## src/rtl/dnsc_params.svh

```systemverilog
`ifndef DNSC_PARAMS_SVH
`define DNSC_PARAMS_SVH
// ==========================================================
// Register map, field positions and reset values
// Register indices; each register is one word at four times its index
`define DNSC_SYNC_CTRL_IDX    12'h300
`define DNSC_DC0_CTRL_IDX     12'h310
`define DNSC_XFER_IDX         12'h00f
// Byte addresses of the indexed registers
`define DNSC_SYNC_CTRL_ADDR   12'hc00
`define DNSC_DC0_CTRL_ADDR    12'hc40
`define DNSC_XFER_ADDR        12'h03c
// Oscillator word registers, byte addresses of our own choosing
`define DNSC_TUNE_LO_ADDR     12'h320
`define DNSC_TUNE_HI_ADDR     12'h324
`define DNSC_PHASE_ADDR       12'h328
`define DNSC_MOD_A_LO_ADDR    12'h32c
`define DNSC_MOD_A_HI_ADDR    12'h330
`define DNSC_MOD_B_LO_ADDR    12'h334
`define DNSC_MOD_B_HI_ADDR    12'h338
`define DNSC_BIT_UPD_MODE     7
`define DNSC_BIT_SOFT_RST     4
`define DNSC_BIT_NEXT_SYNC    1
`define DNSC_BIT_SYNC_EN      0
`define DNSC_BIT_GAIN         6
`define DNSC_BIT_XFER         0
`define DNSC_SYNC_CTRL_MASK   8'h93
`define DNSC_DC0_CTRL_MASK    8'hff
`define DNSC_RESET_BYTE       8'h00
`endif

```

## src/rtl/dnsc_pkg.sv

```systemverilog
package dnsc_pkg;
  // ==========================================================
  // Oscillator word bundle: tuning, phase and two moduli
  typedef struct packed {
    logic [47:0] freq_tuning_word;
    logic [15:0] phase_offset_word;
    logic [47:0] modulus_a_word;
    logic [47:0] modulus_b_word;
  } dnsc_words_t;
  // AHB data-phase capture
  typedef struct packed {
    logic        valid;
    logic        write;
    logic [11:0] addr;
  } dnsc_dphase_t;
endpackage

```

## src/rtl/dnsc_ctrl.sv

```systemverilog
`timescale 1ns/1ns
`include "dnsc_params.svh"

// ==========================================================
// Address map, decoded on the low twelve address bits
// Sync control, downconverter zero control and the transfer
// strobe each sit at four times their register index.
// The transfer strobe is self-clearing and always reads zero.
// Each 48-bit oscillator word is split into a low word and
// a high word; the high word keeps only its low 16 bits.
// Unmapped addresses read zero and ignore writes.
// Upper address bits are not decoded, so the map repeats
// every four kilobytes; keep the select narrow upstream.
// In synchronous update mode the transfer strobe applies
// the staged words as they stood before the strobe cycle.
module dnsc_ctrl
  import dnsc_pkg::*;
(
  // Clock and reset
  input  wire logic        hclk,
  input  wire logic        hresetn,
  // AHB-Lite slave side
  input  wire logic        hsel,
  input  wire logic [31:0] haddr,
  input  wire logic [1:0]  htrans,
  input  wire logic        hwrite,
  input  wire logic [2:0]  hsize,
  input  wire logic [31:0] hwdata,
  input  wire logic        hready,
  output logic      [31:0] hrdata,
  output logic             hreadyout,
  output logic             hresp,
  // Reference input and downconverter zero samples
  input  wire logic        sysref_pin,
  input  wire logic        sysref_input_en,
  input  wire logic [15:0] sample_in,
  output logic      [15:0] sample_out,
  // Oscillator controls
  output dnsc_words_t      osc_words,
  output logic             osc_align,
  output logic             downconverter_reset
);

  // ==========================================================
  // Bus state
  dnsc_dphase_t dph;            // Captured address phase
  dnsc_dphase_t next_dph;
  logic [7:0]   sync_ctrl;      // Update mode, soft reset, sync
  logic [7:0]   next_sync_ctrl;
  logic [7:0]   dc0_ctrl;       // Gain and spare bits
  logic [7:0]   next_dc0_ctrl;
  dnsc_words_t  staged;         // Words as written by software
  dnsc_words_t  next_staged;
  dnsc_words_t  next_osc_words;
  logic [31:0]  next_hrdata;
  logic         wr;             // Data-phase write strobe
  logic [2:0]   sref_sync;      // Two-flop synchroniser plus history
  logic         sref_edge;      // Rising SYSREF edge, clock domain
  logic         align_ok;       // Edge accepted for alignment
  logic [15:0]  next_sample;

  // Decode of a captured address against a register address
  function automatic logic hit(input logic [11:0] a, input logic [11:0] r);
    return a == r;
  endfunction

  // ==========================================================
  // Bus response: zero wait states, always OKAY
  assign hreadyout = 1'b1;
  assign hresp     = 1'b0;
  assign wr        = dph.valid && dph.write;

  // ==========================================================
  // SYSREF synchroniser and edge detect
  // Pin passes two flops; the third keeps the previous level
  always_ff @(posedge hclk or negedge hresetn) begin
    if (!hresetn) begin
      sref_sync <= 3'h0;
    end else begin
      sref_sync <= {sref_sync[1:0], sysref_pin};
    end
  end
  // Only the second and third stages feed the edge detector
  assign sref_edge = sref_sync[1] && !sref_sync[2];
  // Edge used only when both enables stand and not in soft reset
  assign align_ok  = sref_edge && sync_ctrl[`DNSC_BIT_SYNC_EN] &&
                     sysref_input_en &&
                     !sync_ctrl[`DNSC_BIT_SOFT_RST];

  // ==========================================================
  // Next-value logic for registers and oscillator words
  always_comb begin
    next_dph       = dph;
    next_sync_ctrl = sync_ctrl;
    next_dc0_ctrl  = dc0_ctrl;
    next_staged    = staged;
    next_osc_words = osc_words;
    next_hrdata    = 32'h0;
    // Capture address phase
    // Only a selected NONSEQ or SEQ transfer opens a data phase
    if (hready) begin
      next_dph.valid = hsel && htrans[1];
      next_dph.write = hwrite;
      next_dph.addr  = haddr[11:0];
    end
    // Register writes
    if (wr) begin
      if (hit(dph.addr, `DNSC_SYNC_CTRL_ADDR)) begin
        next_sync_ctrl = hwdata[7:0] & `DNSC_SYNC_CTRL_MASK;
      end
      if (hit(dph.addr, `DNSC_DC0_CTRL_ADDR)) begin
        next_dc0_ctrl = hwdata[7:0] & `DNSC_DC0_CTRL_MASK;
      end
      // Oscillator words land in the staging copy first
      if (hit(dph.addr, `DNSC_TUNE_LO_ADDR)) begin
        next_staged.freq_tuning_word[31:0] = hwdata;
      end
      if (hit(dph.addr, `DNSC_TUNE_HI_ADDR)) begin
        next_staged.freq_tuning_word[47:32] = hwdata[15:0];
      end
      if (hit(dph.addr, `DNSC_PHASE_ADDR)) begin
        next_staged.phase_offset_word = hwdata[15:0];
      end
      if (hit(dph.addr, `DNSC_MOD_A_LO_ADDR)) begin
        next_staged.modulus_a_word[31:0] = hwdata;
      end
      if (hit(dph.addr, `DNSC_MOD_A_HI_ADDR)) begin
        next_staged.modulus_a_word[47:32] = hwdata[15:0];
      end
      if (hit(dph.addr, `DNSC_MOD_B_LO_ADDR)) begin
        next_staged.modulus_b_word[31:0] = hwdata;
      end
      if (hit(dph.addr, `DNSC_MOD_B_HI_ADDR)) begin
        next_staged.modulus_b_word[47:32] = hwdata[15:0];
      end
    end
    // Immediate mode tracks writes; synchronous mode waits
    if (!sync_ctrl[`DNSC_BIT_UPD_MODE]) begin
      next_osc_words = next_staged;
    end else if (wr && hit(dph.addr, `DNSC_XFER_ADDR) &&
                 hwdata[`DNSC_BIT_XFER]) begin
      next_osc_words = staged;
    end
    // One-shot alignment clears enable; hardware clear wins
    // A software write of the enable in that cycle is overridden
    if (align_ok && sync_ctrl[`DNSC_BIT_NEXT_SYNC]) begin
      next_sync_ctrl[`DNSC_BIT_SYNC_EN] = 1'b0;
    end
    // Read data for the next data phase
    // Decoded in the address phase so it stands for the whole
    // data phase; zero in every other cycle
    if (hready && hsel && htrans[1] && !hwrite) begin
      unique case (haddr[11:0])
        `DNSC_SYNC_CTRL_ADDR: next_hrdata = {24'h0, next_sync_ctrl};
        `DNSC_DC0_CTRL_ADDR:  next_hrdata = {24'h0, next_dc0_ctrl};
        `DNSC_TUNE_LO_ADDR:
          next_hrdata = next_staged.freq_tuning_word[31:0];
        `DNSC_TUNE_HI_ADDR:
          next_hrdata = {16'h0, next_staged.freq_tuning_word[47:32]};
        `DNSC_PHASE_ADDR:
          next_hrdata = {16'h0, next_staged.phase_offset_word};
        `DNSC_MOD_A_LO_ADDR:
          next_hrdata = next_staged.modulus_a_word[31:0];
        `DNSC_MOD_A_HI_ADDR:
          next_hrdata = {16'h0, next_staged.modulus_a_word[47:32]};
        `DNSC_MOD_B_LO_ADDR:
          next_hrdata = next_staged.modulus_b_word[31:0];
        `DNSC_MOD_B_HI_ADDR:
          next_hrdata = {16'h0, next_staged.modulus_b_word[47:32]};
        default: next_hrdata = 32'h0;
      endcase
    end
  end

  // Sample path: unity or doubled gain
  always_comb begin
    if (dc0_ctrl[`DNSC_BIT_GAIN]) begin
      next_sample = {sample_in[14:0], 1'b0};
    end else begin
      next_sample = sample_in;
    end
    // Soft reset zeroes the output so the filters restart clean
    if (sync_ctrl[`DNSC_BIT_SOFT_RST]) begin
      next_sample = 16'h0;
    end
  end

  // ==========================================================
  // Register stage
  always_ff @(posedge hclk or negedge hresetn) begin
    if (!hresetn) begin
      dph                 <= '0;
      sync_ctrl           <= `DNSC_RESET_BYTE;
      dc0_ctrl            <= `DNSC_RESET_BYTE;
      staged              <= '0;
      osc_words           <= '0;
      hrdata              <= 32'h0;
      sample_out          <= 16'h0;
      osc_align           <= 1'b0;
      downconverter_reset <= 1'b0;
    end else begin
      dph                 <= next_dph;
      sync_ctrl           <= next_sync_ctrl;
      dc0_ctrl            <= next_dc0_ctrl;
      staged              <= next_staged;
      osc_words           <= next_osc_words;
      hrdata              <= next_hrdata;
      sample_out          <= next_sample;
      // Continuous mode realigns on every accepted edge
      osc_align           <= align_ok;
      // Reset output follows the bit from the write edge on
      downconverter_reset <= next_sync_ctrl[`DNSC_BIT_SOFT_RST];
    end
  end

endmodule // dnsc_ctrl

```

## config.mk

```make
export PLATFORM = sky130hd
export DESIGN_NAME = dnsc_ctrl
export DESIGN_NICKNAME = d
export VERILOG_FILES = /design/src/rtl/dnsc_pkg.sv /design/src/rtl/dnsc_ctrl.sv
export VERILOG_INCLUDE_DIRS = /design/src /design/src/rtl
export SDC_FILE = /design/constraint.sdc
export NUM_CORES = 1
export LEC_CHECK = 0
export ABC_AREA = 1
export BUFFER_PORTS_ARGS = -buffer_cell sky130_fd_sc_hd__buf_2
export CAP_MARGIN = 40
export CORE_MARGIN = 2
export CORE_UTILIZATION = 53
export DETAILED_ROUTE_END_ITERATION = 10
export HOLD_SLACK_MARGIN = 0.12
export PLACE_DENSITY = 0.77
export SLEW_MARGIN = 10
export SYNTH_ARGS = -nofsm -noshare
export SYNTH_HDL_FRONTEND = slang
export SYNTH_SLANG_ARGS = --single-unit
```

## constraint.sdc

```tcl
create_clock -name hclk -period 2.1 [get_ports hclk]
set_input_delay 0.42 -clock hclk [delete_from_list [all_inputs] [get_ports hclk]]
set_output_delay 0.42 -clock hclk [all_outputs]
set_load 0.05 [all_outputs]
```

-- After elaboration in Yosys (flattened, before gate mapping)
Cells that the tools add are included.
- output and inout bits: 212
- logic and storage cells: 72
- register bits after elaboration: 403
- muxes and demuxes: 19
- reductions and logical operators: 15
- equal/unequal tests: 20
- operator list (kind ; number):
    $mux 160 ; 3
    $pmux 32 s9 ; 1
    $eq 12x10->1 const B ; 14
    $mux 32 ; 4
    $mux 16 ; 6
    $eq 12x12->1 const B ; 4
    $mux 8 ; 4
    $eq 12x6->1 const B ; 1
    $logic_and 1x1->1 ; 12
    $logic_not 1->1 ; 3
    $ne 2x1->1 const B ; 1
    $mux 1 ; 1

-- Longest topological paths before layout
Gate-level depths: netlist of the first run.
- depth after elaboration: 9
- gate-level depth with buffers: 14
- gate-level depth less buffers: 12

-- Least setup slack after synthesis of the first run
No wires, ideal clock.
- kind: reg2reg
- start point: register dph[7] in the netlist's numbering
- end point: register osc_words[159] in the netlist's numbering
- setup time: 0.146 ns
- arrival: 1.544 ns
- stages on the path, launching flop included: 9
- period minus slack after synthesis: 1.690 ns
- path buffers: 2
- path slack: 0.410 ns
- cells stage by stage: dfrtp_1 nor2_4 nand2_4 nor2_2 nand2_1 clkbuf_1 buf_2 nand3_1 o221ai_1
- word-level cells in the longest chain between the ends: 4
- elaborated cells between the ends (all ways): 8
- RTL lines (what ; line ; text):
    from (decl) ; dnsc_ctrl.sv:46 ; dnsc_dphase_t dph;
    from (signal assigned) ; dnsc_ctrl.sv:202 ; dph <= next_dph;
    $eq 12x10->1 / $eq 12x6->1 (equally long branches) ; dnsc_ctrl.sv:64 ; return a == r;
    $mux 16 / $logic_and 1x1->1 (equally long branches) ; dnsc_ctrl.sv:118, dnsc_ctrl.sv:140 ;
    $mux 160 / $logic_and 1x1->1 (equally long branches) ; dnsc_ctrl.sv:107, dnsc_ctrl.sv:140 ;
    $mux 160 / $ne 2x1->1 (equally long branches) ; - ;
    to (signal assigned) ; dnsc_ctrl.sv:206 ; osc_words <= next_osc_words;
    to (decl) ; dnsc_ctrl.sv:39 ; output dnsc_words_t osc_words,
Several ways; a longest one is shown, not always the timed one.
A chain may end at the register's enable or synchronous reset.

-- Worst setup path in the final report of the first run
- start point: register dph[11] in the netlist's numbering
- end point: register hrdata[1]
- word-level cells in the longest chain between the ends: 5
- elaborated cells between the ends (all ways): 23
- RTL lines (what ; line ; text):
    $eq 12x10->1 / $eq 12x12->1 (equally long branches) ; dnsc_ctrl.sv:64 ;
    $mux 16, or another cell as far along ; dnsc_ctrl.sv:133 ; if (hit(dph.addr, `DNSC_MOD_B_HI_ADDR)) begin
    $mux 160 / $mux 8 (equally long branches) ; dnsc_ctrl.sv:107 ; if (wr) begin
    $pmux 32 s9 (*) ; dnsc_ctrl.sv:153 ; unique case (haddr[11:0])
    $mux 32 (*) ; dnsc_ctrl.sv:152 ; if (hready && hsel && htrans[1] && !hwrite) begin
    named net next_hrdata[1] ; dnsc_ctrl.sv:55 ; logic [31:0] next_hrdata;
    to (signal assigned) ; dnsc_ctrl.sv:207 ; hrdata <= next_hrdata;
    to (decl) ; dnsc_ctrl.sv:30 ; output logic [31:0] hrdata,
Mark *: on every way through the listed nets, which the timed path passes. The rest lies on a longest branch.

==> impl_metrics.tcl, run 1 <==
set metrics [dict create \
    ys_warn_count 0 \
    routed-via-count 17331 \
    multi_input_area_um2 7440 \
    cp_data_arrival_time_ps 2530 \
    cts_tree "done" \
    final_layout_size_suffix_gt1_frac 0.208 \
    fillers 2922 \
    worst_clock_skew_ps 22.6 \
    hold_viol 0 \
    numClockSinks 402 \
    slack_of_the_critical_path_ps -1.17 \
    critical_path.endpoint_type "register" \
    detail_route.wirelength_um 58600 \
    async_flop_share 1.00 \
    finalNonFillerCells 2986 \
    synthesis.nets 2300 \
    worst_ep_required_time_ps 2530 \
    grt_usage 0.314 \
    maximum_clock_path_buffer_count 3 \
    failed_checks "negative setup slack" \
    clkTransAtPathRegs_ps 60 \
    placementRows 68 \
    max_cap_violations 0 \
    ys_ff_latch 402 \
    grt_setup_unrepaired "true" \
    synth_enable_flop_cells 0 \
    static-leakage-power_nw 11.6 \
    detail_route.vias_per_cell 5.80 \
    cts_made_buffers 43 \
    postSynthCellCount 2208 \
    final_period_minus_worst_setup_slack_ps 2100 \
    setup-tns-final_ps -1.17 \
    groute.layer.met1.usage 0.439 \
    firstDrtPassIters 7 \
    postPlaceCellArea_um2 21100 \
    placement.io_buffers 277 \
    outcome "finished with violations" \
    die_w_um 192 \
    postSynthAreaPerCell_um2 8.51 \
    die_area_um2 37000 \
    final_cell_area_um2 22700 \
    clkLatencyLatePin_ps 560 \
    most_frequently_used_flop_master_after_synthesis "sky130_fd_sc_hd__dfrtp_1" \
    synth-xor-area-share 0 \
    floorplan.core_area_um2 34700 \
    synth_area_leaders "sky130_fd_sc_hd__dfrtp_1 54%, sky130_fd_sc_hd__nand3_1 11%, sky130_fd_sc_hd__nand2_1 10%" \
    period_share 1.00 \
    dominant_combinational_cell_family_by_area_after_synthesis "simple AND/OR/NAND/NOR gates" \
    met3_track_demand_over_resource 0.0595 \
    routed_wire_length_per_instance_um 19.6 \
    netlist_area_um2 18800 \
    setup.worst_path.class "reg -> reg" \
    root_buffer "sky130_fd_sc_hd__clkbuf_16" \
    p_per_area_nw_per_um2 711 \
    ys_top_cells_by_count "508 x sky130_fd_sc_hd__nand2_1, 405 x sky130_fd_sc_hd__nand3_1, 402 x sky130_fd_sc_hd__dfrtp_1" \
    drt_first_iter_violations 1806 \
    tightest_slew_ps 714 \
    startpoint_class_of_the_critical_path "register" \
    floorplan.initialDensity 0.542 \
    regArea_um2 10100 \
    syn2layout_area_growth_pct 21.0 \
    wire_length_of_the_first_global_routing_pass_um 91400 \
    hold-path-cell-count 3 \
    n_antenna_cell 0 \
    cts_max_level 2 \
    routabilityCongestion 0.936 \
    grt-busiest-layer "met2" \
    synthDominantCellAreaShare 0.535 \
    globalRoute.totalOverflow 0 \
    grt_antenna_before_repair 1 \
    critical_path.max_fanout 27 \
    yosys.area_share.simple 0.312 \
    final_antenna_net_count 0 \
    top_level_pins 304 \
    synth_seq_area_share 0.535 \
    synth_compound_area_frac 0.0728 \
    drc_violation_count_after_routing 0 \
    area_leader_netlist "sky130_fd_sc_hd__dfrtp_1" \
    netlist-cell-type-count 34 \
    grt_pass1_vias 16775 \
    yosys.area_share.adder 0 \
    hpwl_um 38300 \
    dpl.cell_count 2888 \
    design.final.nets 2589 \
    yosys.cell_count.top_type "sky130_fd_sc_hd__nand2_1" \
    final_max_slew_viol_count 0 \
    worst_slew_margin 0.524 \
    floorplan.die.height_um 192 \
    yosys-mux-area-fraction 0.00359 \
    timing.final.setup_violations 1 \
    hp-class "in -> reg" \
    gr-usage-met2 0.494 \
    vdd.ir_drop.worst_v 0.000562 \
    worstRegToRegCells 11 \
    grt_max_degree 140 \
    timing.fmax_mhz 476 \
]
## report_power, final
part	internal, mW	total [mW]	switching (mW)
clock	4.31	7.45	3.14
combinational	0.207	0.841	0.634
sequential	7.83	7.88	0.0523
total	12.3	16.2	3.83
## sequential cells by signal, summed over array words and instances (netlist names)
| signal | flops |
|---|---|
| sample_out | 16 |
| osc_align | 1 |
| hrdata | 32 |
| dph | 14 |
| sync_ctrl | 8 |
| staged | 160 |
| osc_words | 160 |
| sref_sync | 3 |
| dc0_ctrl | 8 |
## worst max-delay path, cell delays in order (launching register included)
cell and delay, ps:
sky130_fd_sc_hd__dfrtp_1 400, sky130_fd_sc_hd__nor2_2 170, sky130_fd_sc_hd__nand2_4 120, sky130_fd_sc_hd__nor2_8 170, sky130_fd_sc_hd__buf_8 240, sky130_fd_sc_hd__nand3_1 130, sky130_fd_sc_hd__nand3_1 110, sky130_fd_sc_hd__nand2_1 90
sky130_fd_sc_hd__nor2_1 230, sky130_fd_sc_hd__nand3_1 110, sky130_fd_sc_hd__nand2_1 120, sky130_fd_sc_hd__inv_1 60
## metal layers
layer / vias to the layer above / part of all wire / routed length [um]
met5: - / 0.00019 / 11
li1: 7935 / - / -
met3: 147 / 0.087 / 5080
met2: 834 / 0.47 / 27400
met4: 2 / 0.033 / 1950
met1: 8413 / 0.41 / 24200
## placed cells by master (no fill, tap or decap), drive strengths merged, types with 16 or more instances in the layout
cell type and instances:
nand2 519, o221ai 16, nand3 408, nand4 107, o211ai 69, nor2 121, o21ai 107, inv 211
dfrtp 402, buf 367, and2 78, clkbuf 69
## cell type report
cell class                 instances  share of cell area
sequential                       402               0.443
multi-input combinational       1458               0.327
timing repair buffer             380               0.110
clock buffer                      67              0.0561
inverter                         212              0.0351
tap                              455              0.0250
clock inverter                    12             0.00424
## through the flow
stage                     worst slack, ps  power (mW)   util  hold slack [ps]
after floorplan                       410        8.40      -              124
after global placement              -17.5        8.82  0.607              336
after detailed placement            -87.7        8.83  0.607              340
after CTS                           0.998        16.2  0.650              121
after global routing                -35.9        16.7  0.655              135
final                               -1.17        16.2  0.655              134
## kinds of logic (layout without fill, tap and decap cells)
family,after synthesis,in the layout
and+or+nand+nor,1241,1243
DFF,402,402
buffers and inverters,350,671
AOI/OAI and AO/OA,207,207
muxes,6,6
other,2,2
## what timing repair did
item | in CTS | in global routing
gates resized for setup | 2 | 29
hold endpoints to repair | 40 | 0
buffers inserted | 2 | 2
gates cloned | 0 | 4
hold buffers | 11 | 0
pin swaps | 1 | 2
endpoints found under the setup margin | 3 | 46
## final timing paths
kind                                       end     startpoint  slack [ps]
worst max register to register       hrdata[1]        dph[11]          -1
max in group asynchronous           staged[18]        hresetn         990
min in group asynchronous          staged[117]        hresetn         370
worst min register to register    sref_sync[1]   sref_sync[0]         350
worst max-delay path                 hrdata[1]        dph[11]          -1
worst min-delay path            sample_out[14]  sample_in[13]         130
Power figures use the tool's default switching activity.
==> run 2: changes to the inputs <==
- ABC_CLOCK_PERIOD_IN_PS: default -> 2100
- HOLD_SLACK_MARGIN: 0.12 -> default
- SETUP_SLACK_MARGIN: default -> 0.15
==> impl_metrics.tcl, run 2 (same netlist as run 1, synthesis figures left out) <==
set metrics [dict create \
    outcome "finished clean" \
    top_level_pins 304 \
    worstSetupStartpoint "dph[11]" \
    hold_viol 0 \
    finalNonFillerCells 3003 \
    routed-via-count 17585 \
    mostFrequentLayoutCells "469 x sky130_fd_sc_hd__nand2_1, 401 x sky130_fd_sc_hd__dfrtp_1, 393 x sky130_fd_sc_hd__nand3_1" \
    floorplan.die.height_um 192 \
    p_switching_mw 3.86 \
    cts_tree "done" \
    setup-tns-final_ps 0 \
    final_antenna_net_count 0 \
    setup.worst_path.class "reg -> reg" \
    grt_usage 0.318 \
    max_cap_violations 0 \
    power_frac_clock 0.460 \
    report.power.total_mw 16.2 \
    final_period_minus_worst_setup_slack_ps 2030 \
    floorplan.initialDensity 0.542 \
    grt_setup_unrepaired "true" \
    maximum_clock_path_buffer_count 3 \
    cts_made_buffers 43 \
    clkTransAtPathRegs_ps 60 \
    fillers 2789 \
    cts_max_level 2 \
    syn2layout_area_growth_pct 25.5 \
    routabilityCongestion 0.936 \
    switching_share 0.238 \
    grt_antenna_before_repair 1 \
    placementRows 68 \
    placement.io_buffers 277 \
    grt_max_degree 140 \
    globalRoute.totalOverflow 0 \
    worst_clock_skew_ps 15.9 \
    root_buffer "sky130_fd_sc_hd__clkbuf_16" \
    routed_wire_length_per_instance_um 20.4 \
    vdd.ir_drop.worst_v 0.000564 \
    power_report.internal_total_mw 12.4 \
    critical_path.max_fanout 8 \
    cp_data_arrival_time_ps 2510 \
    final_max_slew_viol_count 0 \
    multi_input_area_um2 7900 \
    final_layout_size_suffix_gt1_frac 0.250 \
    mostFrequentLayoutCell "sky130_fd_sc_hd__nand2_1" \
    p_per_area_nw_per_um2 687 \
    worst_slew_margin 0.546 \
    static-leakage-power_nw 11.9 \
    period_share 0.966 \
    drc_violation_count_after_routing 0 \
    dpl.cell_count 2888 \
    n_antenna_cell 0 \
    die_area_um2 37000 \
    design.final.nets 2606 \
    hp-class "in -> reg" \
    p_comb_frac 0.054 \
    clkLatencyLatePin_ps 550 \
    die_w_um 192 \
    startpoint_class_of_the_critical_path "register" \
    timing.final.setup_violations 0 \
    detail_route.wirelength_um 61100 \
    worst_ep_required_time_ps 2580 \
    numClockSinks 402 \
    detail_route.vias_per_cell 5.86 \
    hold_path_startpoint "sample_in[0]" \
    seq_power_share 0.486 \
    tightest_slew_ps 682 \
    firstDrtPassIters 6 \
    whs_ps 108 \
    timing.fmax_mhz 493 \
    critical_path.endpoint_type "register" \
    reg.largest.list "osc_words (160), staged (160), hrdata (32)" \
    floorplan.core_area_um2 34700 \
    hpwl_um 38300 \
    grt_pass1_vias 16892 \
    drt_first_iter_violations 1922 \
    wire_length_of_the_first_global_routing_pass_um 92300 \
    r2r_path_start "dph[11]" \
    regArea_um2 10100 \
]
run 2: cell types whose count changed in the layout (fill, tap and decap cells not counted), sizes merged:
| cell | delta |
|---|---|
| nand3 | -1 |
| bufbuf | +1 |
| buf | +20 |
| dlygate4sd3 | -9 |
| clkbuf | +6 |
run 2: cell type report:
type | count | share of cell area
Clock inverter | 12 | 0.00408
Clock buffer | 67 | 0.0541
Timing Repair Buffer | 398 | 0.122
Multi-Input combinational cell | 1457 | 0.335
Sequential cell | 402 | 0.427
Inverter | 212 | 0.0339
Tap cell | 455 | 0.0241
run 2: worst max-delay path, cell delays in order (launching register included):
cell,delay [ps]
sky130_fd_sc_hd__dfrtp_1,400
sky130_fd_sc_hd__nor2_2,160
sky130_fd_sc_hd__nand2_4,90
sky130_fd_sc_hd__buf_6,130
sky130_fd_sc_hd__nor2_4,170
sky130_fd_sc_hd__nand2_4,160
sky130_fd_sc_hd__clkbuf_16,220
sky130_fd_sc_hd__buf_8,160
sky130_fd_sc_hd__nand2_2,70
sky130_fd_sc_hd__nand3_1,80
sky130_fd_sc_hd__nand2_1,80
sky130_fd_sc_hd__nor2_1,50
sky130_fd_sc_hd__nand3_1,60
sky130_fd_sc_hd__nand2_1,60
sky130_fd_sc_hd__inv_1,50
run 2: metal layers:
metal / routed length [um] / GRT usage
met1: 24700 / 0.442
met2: 28900 / 0.501
met3: 5420 / 0.0600
met4: 2150 / 0.112
met5: 11 / 0
run 2: power groups by stage:
stage / Combinational (mW) / Sequential, mW / Clock [mW]
after global routing: 0.941 / 7.89 / 7.86
final: 0.871 / 7.88 / 7.46
after floorplan: 0.248 / 8.15 / 0
after detailed placement: 0.811 / 8.02 / 0
after CTS: 0.841 / 7.88 / 7.54
after global placement: 0.800 / 8.02 / 0
run 2: path summary, 6_finish.rpt:
kind / endpoint / cells past startpoint / slack (ps)
max reg2reg: hrdata[0] / 14 / 70
min reg2reg: sref_sync[1] / 0 / 350
min in group asynchronous: staged[117] / 2 / 370
min: sample_out[0] / 3 / 110
max: hrdata[0] / 14 / 70
max in group asynchronous: staged[18] / 3 / 990
run 2: stage by stage:
| step | utilization | cell area, um2 | setup slack [ps] |
|---|---|---|---|
| final | 0.680 | 23600 | 70.8 |
| after global routing | 0.680 | 23600 | 11.8 |
| after CTS | 0.654 | 22700 | 139 |
| after detailed placement | 0.607 | 21100 | -87.7 |
| after global placement | 0.607 | 21100 | -17.5 |
| after floorplan | - | 18800 | 410 |
run 2: what timing repair did:
action	4_1_cts	5_1_grt
setup endpoints to repair	56	80
pin swaps	9	34
endpoints found under the hold margin	30	0
setup buffers	9	13
cloned	2	10
gates resized for setup	43	136
hold buffers	2	0
==> run 3: changes to the inputs <==
- ABC_CLOCK_PERIOD_IN_PS: 2100 -> 2230
- clock period: 2.1 -> 2.23 ns (I/O delays scaled with it)
==> impl_metrics.tcl, run 3 (same netlist as run 1, synthesis figures left out) <==
set metrics [dict create \
    outcome "finished clean" \
    wire_length_of_the_first_global_routing_pass_um 90800 \
    final_layout_size_suffix_gt1_frac 0.210 \
    routed_wire_length_per_instance_um 19.7 \
    setup.worst_path.class "reg -> reg" \
    max_stage_delay_on_crit_path_ps 410 \
    syn2layout_area_growth_pct 20.8 \
    cp_data_arrival_time_ps 2480 \
    globalRoute.totalOverflow 0 \
    routed-via-count 17300 \
    final_cell_area_um2 22700 \
    top_level_pins 304 \
    grt_usage 0.314 \
    p_comb_frac 0.051 \
    critical_path.max_fanout 12 \
    power_frac_clock 0.465 \
    power_report.internal_total_mw 11.8 \
    max_cap_violations 0 \
    cts_max_level 2 \
    hold_viol 0 \
    detail_route.wirelength_um 58500 \
    static-leakage-power_nw 11.5 \
    mostFrequentLayoutCell "sky130_fd_sc_hd__nand2_1" \
    detail_route.vias_per_cell 5.82 \
    timing.final.setup_violations 0 \
    crit_path_end "hrdata[8]" \
    worst_ep_required_time_ps 2680 \
    maximum_clock_path_buffer_count 3 \
    design.final.nets 2581 \
    worst_slew_margin 0.454 \
    crit_family "simple AND/OR/NAND/NOR gates" \
    setup-tns-final_ps 0 \
    die_w_um 192 \
    clkLatencyLatePin_ps 530 \
    worstRegToRegCells 10 \
    finalNonFillerCells 2973 \
    cp_num_buf_inv 1 \
    final_max_slew_viol_count 0 \
    slack_of_the_critical_path_ps 202 \
    worstSetupStartpoint "dph[1]" \
    n_antenna_cell 0 \
    postPlaceCellArea_um2 21000 \
    grt_max_degree 165 \
    mostFrequentLayoutCells "503 x sky130_fd_sc_hd__nand2_1, 404 x sky130_fd_sc_hd__nand3_1, 401 x sky130_fd_sc_hd__dfrtp_1" \
    crit_path_frequent_cell "sky130_fd_sc_hd__nand2_1" \
    hpwl_um 37700 \
    floorplan.initialDensity 0.542 \
    cts_tree "done" \
    critical_path.endpoint_type "register" \
    final_period_minus_worst_setup_slack_ps 2030 \
    reg.largest.list "osc_words (160), staged (160), hrdata (32)" \
    drt_first_iter_violations 1600 \
    cp_slowest_cell "sky130_fd_sc_hd__dfrtp_1" \
    dpl.cell_count 2875 \
    grt_antenna_before_repair 2 \
    p_switching_mw 3.51 \
    worst_clock_skew_ps 10.2 \
    firstDrtPassIters 6 \
    period_share 0.910 \
    floorplan.die.height_um 192 \
    crit-reg2reg-capture "hrdata[8]" \
    floorplan.core_area_um2 34700 \
    switching_share 0.229 \
    startpoint_class_of_the_critical_path "register" \
    seq_power_share 0.484 \
    cts_made_buffers 43 \
    timing.critical_path.cells "nor2_4 > nand2_2 > nor2_2 > nand2_1 > buf_4 > o21ai_1 > nand2_1 > nand2_1 > nor2_1 > a21oi_1" \
    hp-class "in -> reg" \
    fin_util 0.654 \
    p_per_area_nw_per_um2 676 \
    die_area_um2 37000 \
    vdd.ir_drop.worst_v 0.000504 \
    whs_ps 29.1 \
    final_antenna_net_count 0 \
    placementRows 68 \
    tightest_slew_ps 819 \
    drc_violation_count_after_routing 0 \
    critical_path_depth 10 \
    dpl_worst_slack_ps 95.4 \
    r2r_path_start "dph[1]" \
    root_buffer "sky130_fd_sc_hd__clkbuf_16" \
    regToRegSetupSlack_ps 200 \
    grt_pass1_vias 16716 \
    numClockSinks 402 \
    timing.fmax_mhz 493 \
    routabilityCongestion 0.918 \
    grt_setup_unrepaired "true" \
    report.power.total_mw 15.3 \
    clkTransAtPathRegs_ps 60 \
    placement.io_buffers 277 \
]
==> run 3: worst register-to-register path: stages, from the launching register on <==
cell	delay, ps
sky130_fd_sc_hd__dfrtp_1	410
sky130_fd_sc_hd__nor2_4	220
sky130_fd_sc_hd__nand2_2	170
sky130_fd_sc_hd__nor2_2	200
sky130_fd_sc_hd__nand2_1	150
sky130_fd_sc_hd__buf_4	230
sky130_fd_sc_hd__o21ai_1	220
sky130_fd_sc_hd__nand2_1	80
sky130_fd_sc_hd__nand2_1	90
sky130_fd_sc_hd__nor2_1	50
sky130_fd_sc_hd__a21oi_1	130
==> run 3: area by class of cell <==
| cell class | instances | area, um2 |
|---|---|---|
| timing repair buffer | 372 | 2390 |
| clock inverter | 5 | 77.6 |
| sequential | 402 | 10100 |
| inverter | 212 | 801 |
| multi-input combinational | 1458 | 7480 |
| clock buffer | 69 | 1330 |
| fill | 2905 | 12000 |
| tap | 455 | 569 |
==> run 3: how the worst min path moves through the flow <==
stage | from | endpoint | slack [ps] | cells past startpoint
final | sysref_pin | sref_sync[0] | 30 | 1
after global routing | sysref_pin | sref_sync[0] | 20 | 1
after CTS | sysref_pin | sref_sync[0] | 20 | 1
after detailed placement | sref_sync[0] | sref_sync[1] | 340 | 0
after global placement | sref_sync[0] | sref_sync[1] | 340 | 0
after floorplan | hresetn | dc0_ctrl[0] | 150 | 0
==> run 3: timing repair <==
action,CTS,global route
endpoints found under the hold margin,43,0
pin swaps,2,7
buffers inserted,6,14
cloned,0,3
setup endpoints to repair,21,113
gates resized for setup,3,43
hold buffers,1,0
==> run 3: per-layer routing <==
metal  global-route usage  vias to the layer above  part of all wire
met5                    0                        -           0.00024
met4                0.110                        2             0.034
met3               0.0535                      129             0.081
met2                0.505                      815              0.48
met1                0.431                     8425              0.41
li1                     -                     7929                 -
==> run 3: power by group through the flow <==
stage,logic [mW],registers [mW],clock network [mW]
after global placement,0.746,7.55,0
after floorplan,0.233,7.68,0
after detailed placement,0.758,7.55,0
after CTS,0.766,7.42,7.23
final,0.785,7.42,7.14
after global routing,0.854,7.43,7.53
